## config.mk

```make
export PLATFORM = sky130hd
export DESIGN_NAME = hsts_timer_seq
export DESIGN_NICKNAME = d
export VERILOG_FILES = /design/src/logic/hsts_pkg.sv /design/src/logic/hsts_sync_bank.sv /design/src/logic/hsts_timer_seq.sv
export VERILOG_INCLUDE_DIRS = /design/src /design/src/logic
export SDC_FILE = /design/constraint.sdc
export NUM_CORES = 1
export LEC_CHECK = 0
export BUFFER_PORTS_ARGS = -buffer_cell sky130_fd_sc_hd__buf_4
export CORE_MARGIN = 2
export CORE_UTILIZATION = 35
export DETAILED_ROUTE_END_ITERATION = 10
export GPL_ROUTABILITY_DRIVEN = 0
export GPL_TIMING_DRIVEN = 0
export PLACE_DENSITY_LB_ADDON = 0.3
export REMOVE_ABC_BUFFERS = 1
export SLEW_MARGIN = 0
export SYNTH_ARGS = -nofsm -noshare
export SYNTH_HDL_FRONTEND = slang
export SYNTH_SLANG_ARGS = --single-unit
```

## constraint.sdc

```tcl
create_clock -name ref_clk -period 11 [get_ports ref_clk]
set_input_delay 1.1 -clock ref_clk [delete_from_list [all_inputs] [get_ports ref_clk]]
set_output_delay 1.1 -clock ref_clk [all_outputs]
set_load 0.03 [all_outputs]
```

## src/logic/hsts_consts.svh

```systemverilog
// constants and rule summary for the hot swap timer sequencer
// What this block does
// - start-up limit only counts while the output good flag is low.
// - pin and register inrush limits both set: take the lower one.
// - register code gives normal reference times (code plus one) over 16.
// - start-up limit register resets to its largest code.
// - the lowest active limit reference wins, so foldback can take over.
// - selected limit reference never drops below 100 mV.
// - short reset after supply lockout holds gate and timer node low.
// - after reset, small pull-up charges timer until 1.0 V threshold.
// - initial cycle lasts at least 27 ms; pull-up stays on until then.
// - then strong pull-down discharges timer below 0.2 V, ending the cycle.
// - power-up starts only if the supply window inputs are both good.
// - at breaker trip, enable timer fault pull-up and regulate the gate.
// - trip gone before high threshold: fault pull-up off, weak pull-down on.
// - trip level sits a small offset below the current limit.
// - timer high under overcurrent: gate off, fault at once, good flag off.
// - latch-off: weak pull-down at high threshold, no turn-on while discharging.
// - below low threshold, re-enable by supply toggle or operation off then on.
// - retry input high latches off; low retries 10 s after the fault.
// - fault pin stays set until enable edge, off-to-on or power cycle.
`ifndef HSTS_CONSTS_SVH
`define HSTS_CONSTS_SVH

`define HSTS_CLK_MHZ 20
`define HSTS_RST_HOLD_US 1
`define HSTS_INIT_MIN_US 27000
`define HSTS_RETRY_US 10000000

`define HSTS_CMD_OPERATION 8'h01
`define HSTS_CMD_POWER_CYCLE 8'hd9
`define HSTS_CMD_STATUS 8'hd0
`define HSTS_CMD_STARTUP_LIM 8'hf6

`define HSTS_OP_ON_BIT 7
`define HSTS_STARTUP_LIM_RST 4'hf
`define HSTS_FRAC_ONE 5'h01
`define HSTS_LIM_FLOOR_MV 12'h064
`define HSTS_TRIP_OFFSET_MV 12'h02c

`define HSTS_SYNC_W 9
`define HSTS_IN_TRIP 0
`define HSTS_IN_THIGH 1
`define HSTS_IN_TLOW 2
`define HSTS_IN_UV_OK 3
`define HSTS_IN_OV 4
`define HSTS_IN_PGIN 5
`define HSTS_IN_GATE_ENH 6
`define HSTS_IN_ENABLE 7
`define HSTS_IN_RETRY_N 8

`endif

```

## src/logic/hsts_pkg.sv

```systemverilog
// types shared by the hot swap timer sequencer
package hsts_pkg;
    typedef enum logic [2:0] {
        HSTS_RESET     = 3'h0,
        HSTS_INIT_UP   = 3'h1,
        HSTS_INIT_DOWN = 3'h3,
        HSTS_WAIT_ON   = 3'h2,
        HSTS_RUN       = 3'h6,
        HSTS_RETRY     = 3'h4,
        HSTS_LATCH     = 3'h7
    } hsts_state_t;
endpackage : hsts_pkg

```

## src/logic/hsts_sync_bank.sv

```systemverilog
// two-flop synchroniser bank for the comparator and pin inputs
`timescale 1ns/1ns
module hsts_sync_bank #(
    parameter int WIDTH = 1
) (
    input wire logic ref_clk,
    input wire logic nrst,
    input wire logic [WIDTH-1:0] asyncIn,
    output logic [WIDTH-1:0] syncOut
);
    logic [WIDTH-1:0] stage1_ff;
    logic [WIDTH-1:0] stage2_ff;

    // one bit per lane; the first stage feeds only the second
    genvar i;
    generate
        for (i = 0; i < WIDTH; i++) begin : g_lane
            always_ff @(posedge ref_clk) begin
                if (!nrst) begin
                    stage1_ff[i] <= 1'b0;
                    stage2_ff[i] <= 1'b0;
                end else begin
                    stage1_ff[i] <= asyncIn[i];
                    stage2_ff[i] <= stage1_ff[i];
                end
            end
        end
    endgenerate

    assign syncOut = stage2_ff;
endmodule : hsts_sync_bank

```

## src/logic/hsts_timer_seq.sv

```systemverilog
// hot swap timer sequencer: initial cycle, fault timer, limit selection, command port
`timescale 1ns/1ns
`include "hsts_consts.svh"
module hsts_timer_seq import hsts_pkg::*; #(
    parameter int unsigned INIT_MIN_CYC = `HSTS_INIT_MIN_US * `HSTS_CLK_MHZ,
    parameter int unsigned RETRY_CYC = `HSTS_RETRY_US * `HSTS_CLK_MHZ
) (
    input wire logic ref_clk,
    input wire logic nrst,
    input wire logic senseTripCmp,
    input wire logic delayHighCmp,
    input wire logic delayLowCmp,
    input wire logic supplyLowSense,
    input wire logic supplyHighSense,
    input wire logic outputGoodSense,
    input wire logic gateEnhancedCmp,
    input wire logic enablePin,
    input wire logic retryPinN,
    input wire logic [11:0] normalLimitRef,
    input wire logic [11:0] fetPowerLimitRef,
    input wire logic [11:0] inrushLimitRef,
    input wire logic cmdValid,
    input wire logic cmdWrite,
    input wire logic [7:0] cmdCode,
    input wire logic [7:0] cmdWrData,
    output logic gateDrive,
    output logic gateRegulate,
    output logic gatePullDown,
    output logic timerUpStart,
    output logic timerUpFault,
    output logic timerDownWeak,
    output logic timerDownStrong,
    output logic faultPinOe,
    output logic outputGoodFlag,
    output logic [11:0] limitRefSel,
    output logic [11:0] breakerTripLevel,
    output logic rspValid,
    output logic [7:0] rspData
);
    localparam int unsigned RST_HOLD_CYC = `HSTS_RST_HOLD_US * `HSTS_CLK_MHZ;

    // synchronised comparator and pin levels
    logic [`HSTS_SYNC_W-1:0] syncV;
    logic tripS;
    logic highS;
    logic lowS;
    logic windowOk;
    logic enableS;
    logic retryLowS;

    hsts_sync_bank #(
        .WIDTH(`HSTS_SYNC_W)
    ) uSync (
        .ref_clk(ref_clk),
        .nrst(nrst),
        .asyncIn({retryPinN, enablePin, gateEnhancedCmp, outputGoodSense,
                  supplyHighSense, supplyLowSense, delayLowCmp, delayHighCmp,
                  senseTripCmp}),
        .syncOut(syncV)
    );

    assign tripS = syncV[`HSTS_IN_TRIP];
    assign highS = syncV[`HSTS_IN_THIGH];
    assign lowS = syncV[`HSTS_IN_TLOW];
    assign windowOk = syncV[`HSTS_IN_UV_OK] & ~syncV[`HSTS_IN_OV];
    assign enableS = syncV[`HSTS_IN_ENABLE];
    assign retryLowS = ~syncV[`HSTS_IN_RETRY_N];

    // registers
    hsts_state_t state_ff;
    hsts_state_t nxtState;
    logic [27:0] cnt_ff;
    logic [3:0] startLim_ff;
    logic operationOn_ff;
    logic faultFlag_ff;
    logic rearm_ff;
    logic enPrev_ff;
    logic gateDrive_ff;
    logic gateRegulate_ff;
    logic timerUpStart_ff;
    logic timerUpFault_ff;
    logic timerDownWeak_ff;
    logic timerDownStrong_ff;
    logic outputGood_ff;
    logic [11:0] limitRef_ff;
    logic [11:0] tripLevel_ff;
    logic rspValid_ff;
    logic [7:0] rspData_ff;

    // command decode
    logic wrCmd;
    logic opOnCmd;
    logic opOffCmd;
    logic powerCycleCmd;
    logic enRise;
    logic faultEvt;
    logic faultClearReq;

    assign wrCmd = cmdValid & cmdWrite;
    assign opOnCmd = wrCmd & (cmdCode == `HSTS_CMD_OPERATION)
                     & cmdWrData[`HSTS_OP_ON_BIT] & ~operationOn_ff;
    assign opOffCmd = wrCmd & (cmdCode == `HSTS_CMD_OPERATION)
                      & ~cmdWrData[`HSTS_OP_ON_BIT];
    assign powerCycleCmd = wrCmd & (cmdCode == `HSTS_CMD_POWER_CYCLE);
    // the synchroniser leaves reset low, so its first rise is not a real enable edge
    assign enRise = enableS & ~enPrev_ff & (state_ff != HSTS_RESET);
    // continuous overcurrent has carried the timer to its high threshold
    assign faultEvt = (state_ff == HSTS_RUN) & tripS & highS;
    // a clear is refused while the overcurrent is still present
    assign faultClearReq = (enRise | opOnCmd | powerCycleCmd) & ~tripS;

    // next state of the sequencer
    always_comb begin
        nxtState = state_ff;
        case (state_ff)
            HSTS_RESET: begin
                // gate and timer held low for the short reset period
                if (cnt_ff >= 28'(RST_HOLD_CYC - 1)) begin
                    nxtState = HSTS_INIT_UP;
                end
            end
            HSTS_INIT_UP: begin
                // both the threshold and the 27 ms floor must be met
                if (highS && cnt_ff >= 28'(INIT_MIN_CYC - 1)) begin
                    nxtState = HSTS_INIT_DOWN;
                end
            end
            HSTS_INIT_DOWN: begin
                if (lowS) begin
                    nxtState = HSTS_WAIT_ON;
                end
            end
            HSTS_WAIT_ON: begin
                if (windowOk && enableS && operationOn_ff) begin
                    nxtState = HSTS_RUN;
                end
            end
            HSTS_RUN: begin
                if (faultEvt) begin
                    nxtState = retryLowS ? HSTS_RETRY : HSTS_LATCH;
                end else if (!windowOk || !enableS || !operationOn_ff) begin
                    nxtState = HSTS_WAIT_ON;
                end
            end
            HSTS_RETRY: begin
                if (cnt_ff >= 28'(RETRY_CYC - 1)) begin
                    nxtState = HSTS_WAIT_ON;
                end
            end
            HSTS_LATCH: begin
                // held off until the timer is discharged and a supply drop, operation off or power cycle re-arms
                if (lowS && (rearm_ff || powerCycleCmd)) begin
                    nxtState = HSTS_WAIT_ON;
                end
            end
            default: begin
                nxtState = HSTS_RESET;
            end
        endcase
    end

    // state register
    always_ff @(posedge ref_clk) begin
        if (!nrst) begin
            state_ff <= HSTS_RESET;
        end else begin
            state_ff <= nxtState;
        end
    end

    // phase counter, restarts on every state change
    always_ff @(posedge ref_clk) begin
        if (!nrst) begin
            cnt_ff <= 28'h0000000;
        end else if (nxtState != state_ff) begin
            cnt_ff <= 28'h0000000;
        end else if (cnt_ff != 28'hfffffff) begin
            cnt_ff <= cnt_ff + 28'h0000001;
        end
    end

    // start-up pull-up span counted apart from the phase counter, for a_init_min
    logic [27:0] upSpan_ff;

    always_ff @(posedge ref_clk) begin
        if (!nrst) begin
            upSpan_ff <= 28'h0000000;
        end else if (!timerUpStart_ff) begin
            upSpan_ff <= 28'h0000000;
        end else if (upSpan_ff != 28'hfffffff) begin
            upSpan_ff <= upSpan_ff + 28'h0000001;
        end
    end

    // re-arm after latch-off: supply window dropped or operation turned off
    always_ff @(posedge ref_clk) begin
        if (!nrst) begin
            rearm_ff <= 1'b0;
        end else if (state_ff != HSTS_LATCH) begin
            rearm_ff <= 1'b0;
        end else if (!windowOk || opOffCmd) begin
            rearm_ff <= 1'b1;
        end
    end

    // operation on bit and enable edge history
    always_ff @(posedge ref_clk) begin
        if (!nrst) begin
            operationOn_ff <= 1'b1;
            enPrev_ff <= 1'b0;
        end else begin
            enPrev_ff <= enableS;
            if (wrCmd && cmdCode == `HSTS_CMD_OPERATION) begin
                operationOn_ff <= cmdWrData[`HSTS_OP_ON_BIT];
            end
        end
    end

    // start-up limit fraction register
    always_ff @(posedge ref_clk) begin
        if (!nrst) begin
            startLim_ff <= `HSTS_STARTUP_LIM_RST;
        end else if (wrCmd && cmdCode == `HSTS_CMD_STARTUP_LIM) begin
            startLim_ff <= cmdWrData[3:0];
        end
    end

    // latched fault; a new fault in the clearing cycle wins
    always_ff @(posedge ref_clk) begin
        if (!nrst) begin
            faultFlag_ff <= 1'b0;
        end else if (faultEvt) begin
            faultFlag_ff <= 1'b1;
        end else if (faultClearReq) begin
            faultFlag_ff <= 1'b0;
        end
    end

    // drive outputs follow the next state so they change with it
    always_ff @(posedge ref_clk) begin
        if (!nrst) begin
            gateDrive_ff <= 1'b0;
            gateRegulate_ff <= 1'b0;
            timerUpStart_ff <= 1'b0;
            timerUpFault_ff <= 1'b0;
            timerDownWeak_ff <= 1'b0;
            timerDownStrong_ff <= 1'b1;
        end else begin
            gateDrive_ff <= (nxtState == HSTS_RUN);
            gateRegulate_ff <= (nxtState == HSTS_RUN) && tripS;
            timerUpStart_ff <= (nxtState == HSTS_INIT_UP);
            timerUpFault_ff <= (nxtState == HSTS_RUN) && tripS;
            timerDownWeak_ff <= ((nxtState == HSTS_RUN) && !tripS)
                                || (nxtState == HSTS_LATCH)
                                || (nxtState == HSTS_RETRY);
            timerDownStrong_ff <= (nxtState == HSTS_RESET)
                                  || (nxtState == HSTS_INIT_DOWN);
        end
    end

    // output good: running, output above threshold, gate enhanced, no fault
    always_ff @(posedge ref_clk) begin
        if (!nrst) begin
            outputGood_ff <= 1'b0;
        end else begin
            outputGood_ff <= (nxtState == HSTS_RUN) && syncV[`HSTS_IN_PGIN]
                             && syncV[`HSTS_IN_GATE_ENH] && !faultFlag_ff
                             && !faultEvt;
        end
    end

    // current-limit reference selection
    logic [16:0] fracProd;
    logic [11:0] fracRef;
    logic [11:0] inrushRef;
    logic [11:0] lowestRef;

    always_comb begin
        fracProd = 17'(normalLimitRef) * 17'(5'(startLim_ff) + `HSTS_FRAC_ONE);
        fracRef = fracProd[15:4];
        // pin and register limits both apply; the lower one is taken
        inrushRef = (inrushLimitRef < fracRef) ? inrushLimitRef : fracRef;
        lowestRef = (fetPowerLimitRef < normalLimitRef) ? fetPowerLimitRef
                                                        : normalLimitRef;
        // start-up limit drops out once the output is good
        if (!outputGood_ff && inrushRef < lowestRef) begin
            lowestRef = inrushRef;
        end
        // floor keeps some current flowing however low the inputs go
        if (lowestRef < `HSTS_LIM_FLOOR_MV) begin
            lowestRef = `HSTS_LIM_FLOOR_MV;
        end
    end

    // selected reference and breaker trip level just below it
    always_ff @(posedge ref_clk) begin
        if (!nrst) begin
            limitRef_ff <= `HSTS_LIM_FLOOR_MV;
            tripLevel_ff <= `HSTS_LIM_FLOOR_MV - `HSTS_TRIP_OFFSET_MV;
        end else begin
            limitRef_ff <= lowestRef;
            tripLevel_ff <= lowestRef - `HSTS_TRIP_OFFSET_MV;
        end
    end

    // read answers one cycle after the request; unmapped codes read zero
    always_ff @(posedge ref_clk) begin
        if (!nrst) begin
            rspValid_ff <= 1'b0;
            rspData_ff <= 8'h00;
        end else begin
            rspValid_ff <= cmdValid && !cmdWrite;
            if (cmdValid && !cmdWrite) begin
                case (cmdCode)
                    `HSTS_CMD_STARTUP_LIM: rspData_ff <= {4'h0, startLim_ff};
                    `HSTS_CMD_OPERATION: rspData_ff <= {operationOn_ff, 7'h00};
                    `HSTS_CMD_STATUS: rspData_ff <= {faultFlag_ff, outputGood_ff,
                                                     retryLowS, rearm_ff, 1'b0,
                                                     state_ff};
                    default: rspData_ff <= 8'h00;
                endcase
            end
        end
    end

    assign gateDrive = gateDrive_ff;
    assign gateRegulate = gateRegulate_ff;
    assign gatePullDown = timerDownStrong_ff;
    assign timerUpStart = timerUpStart_ff;
    assign timerUpFault = timerUpFault_ff;
    assign timerDownWeak = timerDownWeak_ff;
    assign timerDownStrong = timerDownStrong_ff;
    assign faultPinOe = faultFlag_ff;
    assign outputGoodFlag = outputGood_ff;
    assign limitRefSel = limitRef_ff;
    assign breakerTripLevel = tripLevel_ff;
    assign rspValid = rspValid_ff;
    assign rspData = rspData_ff;
endmodule : hsts_timer_seq

```

======== Word-level counts from Yosys, hierarchy flattened ========
Cells that the tools add are included.
word-level totals
  register bits after elaboration ......... 96
  bits of input ports ..................... 65
  output and inout port bits .............. 42
  word-level logic and storage cells ...... 137
operators by class
  add/sub/neg operators ................... 3
  multiply operators ...................... 1
  magnitude comparators ................... 7
  equality and inequality tests ........... 18
  muxes and demuxes ....................... 17
  bitwise operators ....................... 21
  reduce and logical (&&, ||, !) cells .... 35
operators by type and width
  kind                     number
  $mux W12                 4
  $lt A12 B12 Y1           3
  $add A28 B1 Y28 const B  1
  $ge A28 B20 Y1 const B   1
  $ge A28 B28 Y1 const B   1
  $ge A28 B5 Y1 const B    1
  $ne A28 B28 Y1 const B   1
  $eq A8 B8 Y1 const B     3
  $mux W3                  8
  $pmux W8 S3              1
  $pmux W3 S7              1
  $eq A3 B3 Y1 const B     6
  $mul A12 B5 Y16          1
  $logic_and A1 B1 Y1      14
  $and A1 B1 Y1            12
  $lt A12 B7 Y1 const B    1
  $sub A12 B6 Y12 const B  1
  $eq A3 B2 Y1 const B     3
  $eq A8 B1 Y1 const B     1
  $logic_not A1 Y1         8
  $logic_or A1 B1 Y1       7
  $not A1 Y1               7
  $eq A3 B1 Y1 const B     2
  $logic_not A3 Y1         2
  other kinds (9)          12

======== Longest topological paths before layout ========
  depth after elaboration ................. 13
  depth in mapped cells ................... 37
  mapped depth without buffers ............ 33

======== Hierarchy ========
A second synthesis with hierarchy kept.
second synthesis, totals
  cell total of the unflattened synthesis .. 879
  area, all modules ....................... 7322.0 um^2
by module, submodules not included
  module          times used  cells each  area each (um^2)  seq. area each (um^2)
  hsts_timer_seq  1           842         6820.3            1521.5
  hsts_sync_bank  1           37          501.7             360.3

======== Least setup slack after synthesis ========
Ideal clock, no wire load.
  path kind ............................... input-to-reg
  start ................................... input port normalLimitRef[3]
  end ..................................... register tripLevel_ff[10], in the netlist breakerTripLevel[10]
  library setup time ...................... 121 ps
  arrival ................................. 8873 ps
  required time ........................... 10879 ps
  slack ................................... 2006 ps
  stages on the path ...................... 30
  buffers on the path ..................... 1
  cells stage by stage .................... and2_1 fa_1 fa_1 inv_1 fa_1 inv_1 ha_1 and2_4 a221o_1 a31o_1 o21ai_0 o221a_1 inv_1 ha_1 nand4_1 a2111oi_2 nand2_1 o211ai_1 buf_2 mux2i_1 inv_1 ha_1 o21ai_0 nand2b_1 a21oi_1 o311ai_0 o31ai_2 or4_1 o22ai_1 mux2_2
on the way
  longest elaborated chain between the ends .. 9
  elaborated cells between the ends (all ways) .. 11
  classes of those cells .................. add/sub: 1; mul: 1; order compare: 4; mux: 4; reduce/logical: 1
ends and longest elaborated chain
  item                                  RTL line               source
  start: declaration                    hsts_timer_seq.sv:19   input wire logic [11:0] normalLimitRef,
  $mul A12 B5 Y16                       hsts_timer_seq.sv:279  fracProd = 17'(normalLimitRef) * 17'(5'(startLim_ff) + `HSTS_FRAC_ONE);
  $lt A12 B12 Y1                        hsts_timer_seq.sv:282  inrushRef = (inrushLimitRef < fracRef) ? inrushLimitRef : fracRef;
  $mux W12                              hsts_timer_seq.sv:282
  $lt A12 B12 Y1                        hsts_timer_seq.sv:286  if (!outputGood_ff && inrushRef < lowestRef) begin
  $logic_and A1 B1 Y1                   hsts_timer_seq.sv:286
  $mux W12 (*)                          hsts_timer_seq.sv:286
  $lt A12 B7 Y1 (no source line)        -
  $mux W12 (*)                          hsts_timer_seq.sv:290  if (lowestRef < `HSTS_LIM_FLOOR_MV) begin
  $sub A12 B6 Y12 (no source line) (*)  -
  end signal: assignment                hsts_timer_seq.sv:299  tripLevel_ff <= `HSTS_LIM_FLOOR_MV - `HSTS_TRIP_OFFSET_MV;
  end signal: assignment                hsts_timer_seq.sv:302  tripLevel_ff <= lowestRef - `HSTS_TRIP_OFFSET_MV;
  end: declaration                      hsts_timer_seq.sv:86   logic [11:0] tripLevel_ff;
Every way passes the cells marked *; elsewhere a longest branch is shown, timed or not.
A chain may end at the register's enable or synchronous reset.

======== Worst setup path in the final report ========
  start ................................... register startLim_ff[0]
  end ..................................... register limitRef_ff[0], in the netlist limitRefSel[0]
on the way
  longest elaborated chain between the ends .. 9
ends and longest elaborated chain
  item                                RTL line               source
  start: declaration                  hsts_timer_seq.sv:73   logic [3:0] startLim_ff;
  start signal: assignment            hsts_timer_seq.sv:222  startLim_ff <= `HSTS_STARTUP_LIM_RST;
  start signal: assignment            hsts_timer_seq.sv:224  startLim_ff <= cmdWrData[3:0];
  $add A4 B1 Y5 (no source line) (*)  -
  $mul A12 B5 Y16 (*)                 hsts_timer_seq.sv:279
  $lt A12 B12 Y1                      hsts_timer_seq.sv:282
  $mux W12 (*)                        hsts_timer_seq.sv:282
  $lt A12 B12 Y1                      hsts_timer_seq.sv:286
  $logic_and A1 B1 Y1                 hsts_timer_seq.sv:286
  $mux W12 (*)                        hsts_timer_seq.sv:286
  $lt A12 B7 Y1 (no source line)      -
  $mux W12 (*)                        hsts_timer_seq.sv:290
  end signal: assignment              hsts_timer_seq.sv:298  limitRef_ff <= `HSTS_LIM_FLOOR_MV;
  end signal: assignment              hsts_timer_seq.sv:301  limitRef_ff <= lowestRef;
  end: declaration                    hsts_timer_seq.sv:85   logic [11:0] limitRef_ff;
Marked as above.

==> results.txt <==
The run finished with clean final reports. Leaving out fill and tap cells, the most frequent cell in the layout is sky130_fd_sc_hd__buf_4. The first-pass GRT wire length came out at about 31,000 µm. The cell chosen for the clock root is sky130_fd_sc_hd__clkbuf_16. The number of filler instances in the final layout came out at between 2k and 2.5k. The number of synthesized flops with an enable pin is 0.

The all-layer global routing usage is 0.174. The detailed-router iteration count before antenna repair came out at 5. The number of buffers inserted during clock tree synthesis is 9. Counting every sink on the clock net gives 94. The clock tree synthesis step divided the H-tree into 3 levels. In this run the count of I/O pins placed on the die edge is approximately 110. The initial antenna violation count came out at 0.

The endpoint identified for the worst register-to-register timing path is limitRefSel[0]. The detail route stage leaves a number of antenna-violating nets equal to 0. Across the VDD grid, the largest voltage drop is a little over 0.00007 V. The worst slew slack as a fraction of its limit came out at 0.192.

After global routing the overflow that remains totals 0. The path with the worst hold slack has its endpoint at uSync.syncOut[1]. Using the TritonRoute via totals, the vias-per-cell ratio works out to between 5 and 6.

The setup violation total in the final timing report is 0. The type of element capturing the critical path is a flip-flop. The final critical-path setup slack is roughly 0.77 ns. In this run the worst path has a maximum fanout of 15. Buffers placed on the I/O ports in this run total between 100 and 150.

The worst path required time came out at roughly 11 ns. The setup TNS came out at 0 ns. The total count of max-transition violations in the final report came out at 0. The pin slew with the least headroom to its limit came out at ~1.2 ns. The die outline height came out at 148 µm. In the layout the commonest cells are sky130_fd_sc_hd__buf_4 (106), sky130_fd_sc_hd__dfxtp_1 (94), sky130_fd_sc_hd__inv_1 (81). The worst path needs 10.23 ns of the cycle, external delays included. Clock-pin slew was measured on the worst setup and hold paths at 0.08 ns. The clock latency on the worst-skew pair is ~0.35 ns. The power density normalized to cell area came out at 118 nW/µm².

In the synthesized netlist the dominant register cell turns out to be sky130_fd_sc_hd__dfxtp_1. The number of distinct library cells after synthesis is 80. The type of the setup path with the least slack is reg2reg. The fraction of final layout cells with drive strength greater than 1 came out at 0.163. The max-capacitance violation count is 0. The starting utilization of the core area is 0.357. The launch instance of the worst min-delay path is uSync.stage1_ff[1]. The die covers between 20,000 and 25,000 µm². The total wire length came out at between 15,000 and 20,000 µm. The proportion of synthesized flip-flops having asynchronous set or reset is 0. The sequential fraction of the synthesis area came out at 0.260. The number of remaining DRC errors came out at 0. The yosys synthesis warning count is 0. The die boundary width came out at about 150 µm. The worst-case register-to-register setup slack came out at just under 0.8 ns.

The cell with the largest stage delay on the worst path is sky130_fd_sc_hd__xor2_1. The number of buffers between clock root and the deepest sink is 2. The achievable clock frequency came out at 0.0978 GHz. The final-report hold violation count came out at 0. TritonCTS built the clock tree. The worst clock skew came out at 0.0144 ns. The total leakage power came out at just under 4 nW. The launching point of the worst reg2reg path is startLim_ff[0]. The sum of net half-perimeters after detailed placement is between 15,000 and 20,000 µm. The worst hold path belongs to the class reg2reg. The antenna diode count is 0.

For this run, the slowest stage of the critical path takes 0.66 ns. Setup repair after global routing left no endpoint under its margin. The initialized floorplan defines 52 standard-cell rows. The via count of the routed design came out at between 6k and 7k. The sequential standard cell area came out at 1880 µm². The number of cells on the worst reg-to-reg path is 32. The average detailed-routed wire length per instance came out at about 15 µm. The kind of start point of the critical path is a flip-flop. After synthesis the cells add up to 7230 µm². The post-placement setup slack came out at -0.0702 ns.

The area of the multi-input gates came out at around 5000 µm². For this run, the post-layout net count is roughly 1.1k. The violation count after the first detailed-route iteration came out at between 400 and 500. The cell count of the worst hold path is 1. The flip-flop and latch count after synthesis came out at between 90 and 100. The number of global-route vias before repair is about 6.0k. The core box area is around 20,000 µm². The signal arrival time at the worst endpoint is ~10 ns.

The final clock period utilization by the worst path came out at 0.930. The pin count of the biggest net entering global routing came out at 48. A synthesized cell averages about 8.4 µm². The synthesis-to-layout area growth came out at 19.4%. The number of standard cells after synthesis came out at between 800 and 900.
-- Yosys cell counts, drive strengths merged, types with 8 or more instances --
master / number / share of area
and3: 19 / 0.016
o21ai: 30 / 0.021
mux2: 11 / 0.017
xnor2: 24 / 0.029
or3: 9 / 0.0078
a211oi: 9 / 0.0093
nand3: 27 / 0.019
and2: 59 / 0.052
nand2: 70 / 0.036
xor2: 18 / 0.023
nor3: 18 / 0.012
fa: 28 / 0.078
ha: 57 / 0.099
dfxtp: 94 / 0.26
nor2: 73 / 0.038
inv: 81 / 0.042
nand2b: 20 / 0.017
mux2i: 27 / 0.037
nor4: 8 / 0.0069
a21oi: 34 / 0.025
clkbuf: 22 / 0.011
buf: 9 / 0.0074
nand4: 11 / 0.0095
-- stage by stage --
stage	total power (W)	std cells	utilization	cell area (µm²)	hold slack, ns
detailed placement	0.000660	1209	0.407	8240	0.417
finish	0.00102	1228	0.426	8630	0.432
global route	0.00107	1228	0.426	8630	0.443
CTS	0.00102	1228	0.426	8620	0.433
global placement	0.000651	1207	0.405	8200	0.416
floorplan	0.000557	834	-	7090	0.409
-- worst max-delay path by stage --
| stage | from | end | slack [ns] |
|---|---|---|---|
| 2_1_floorplan | normalLimitRef[3] | limitRefSel[0] | 0.93 |
| 3_3_place_gp | startLim_ff[0] | breakerTripLevel[10] | -1.11 |
| 3_5_place_dp | startLim_ff[0] | breakerTripLevel[10] | -0.07 |
| 4_1_cts | startLim_ff[0] | limitRefSel[0] | 0.65 |
| 5_1_grt | startLim_ff[0] | limitRefSel[0] | 0.06 |
| 6_report | startLim_ff[0] | limitRefSel[0] | 0.77 |
-- cells by family (layout without fill, tap and decap cells) --
family          Yosys count  after routing  share of synthesized area
fa+ha+maj                85             85                      0.176
simple gates            343            343                      0.247
xor+xnor                 42             42                     0.0519
buf+inv                 112            205                     0.0610
flops                    94             94                      0.260
compound gates          151            151                      0.149
mux                      38             38                     0.0545
-- power breakdown --
part | switching, W | leakage (nW) | internal, W | total [W]
logic | 0.000167 | 2.99 | 0.000119 | 0.000285
clock network | 0.000138 | 0.169 | 0.000225 | 0.000363
registers | 0.00000668 | 0.768 | 0.000362 | 0.000368
total | 0.000311 | 3.93 | 0.000706 | 0.00102
-- registers in the layout, summed over array words and instances, names as in the netlist --
| signal | count |
|---|---|
| limitRefSel | 12 |
| breakerTripLevel | 10 |
| timerUpFault | 1 |
| timerDownWeak | 1 |
| rspValid | 1 |
| faultPinOe | 1 |
| startLim_ff | 4 |
| outputGoodFlag | 1 |
| timerUpStart | 1 |
| cnt_ff | 28 |
| operationOn_ff | 1 |
| rspData | 8 |
| state_ff | 3 |
| gateDrive | 1 |
| rearm_ff | 1 |
| enPrev_ff | 1 |
| uSync.stage1_ff | 9 |
| gatePullDown | 1 |
| uSync.syncOut | 9 |
-- worst max-delay path, delay by kind of cell, from the launching register on --
kind | cells | cell delay (ns)
muxes | 1 | 0.39
xor gates and xnor gates | 2 | 0.88
and+or+nand+nor | 8 | 1.80
buffers and inverters | 4 | 0.46
AOI/OAI and AO/OA | 11 | 3.44
DFF | 1 | 0.63
adders and majority gates | 6 | 2.49
-- metal layers --
metal	part of all wire	global-route usage	vias to the layer above
met1	0.50	0.249	2925
li1	-	-	3193
met4	0.018	0.0442	0
met3	0.045	0.0312	19
met2	0.44	0.271	131
met5	0	0	-
-- cell type report --
cell class                 instances  share of cell area
clock buffer                       9              0.0261
clock inverter                     7              0.0152
inverter                          81              0.0352
multi-input combinational        659               0.571
sequential                        94               0.218
tap                              270              0.0391
timing repair buffer             108              0.0957
-- repair_timing --
item                       CTS  global route
pin swaps                    1             0
buffers inserted             3             0
setup endpoints to repair    1             6
resized for setup            0             1
hold buffers                 0             0
Note: power is estimated with default switching activity, not from simulation.
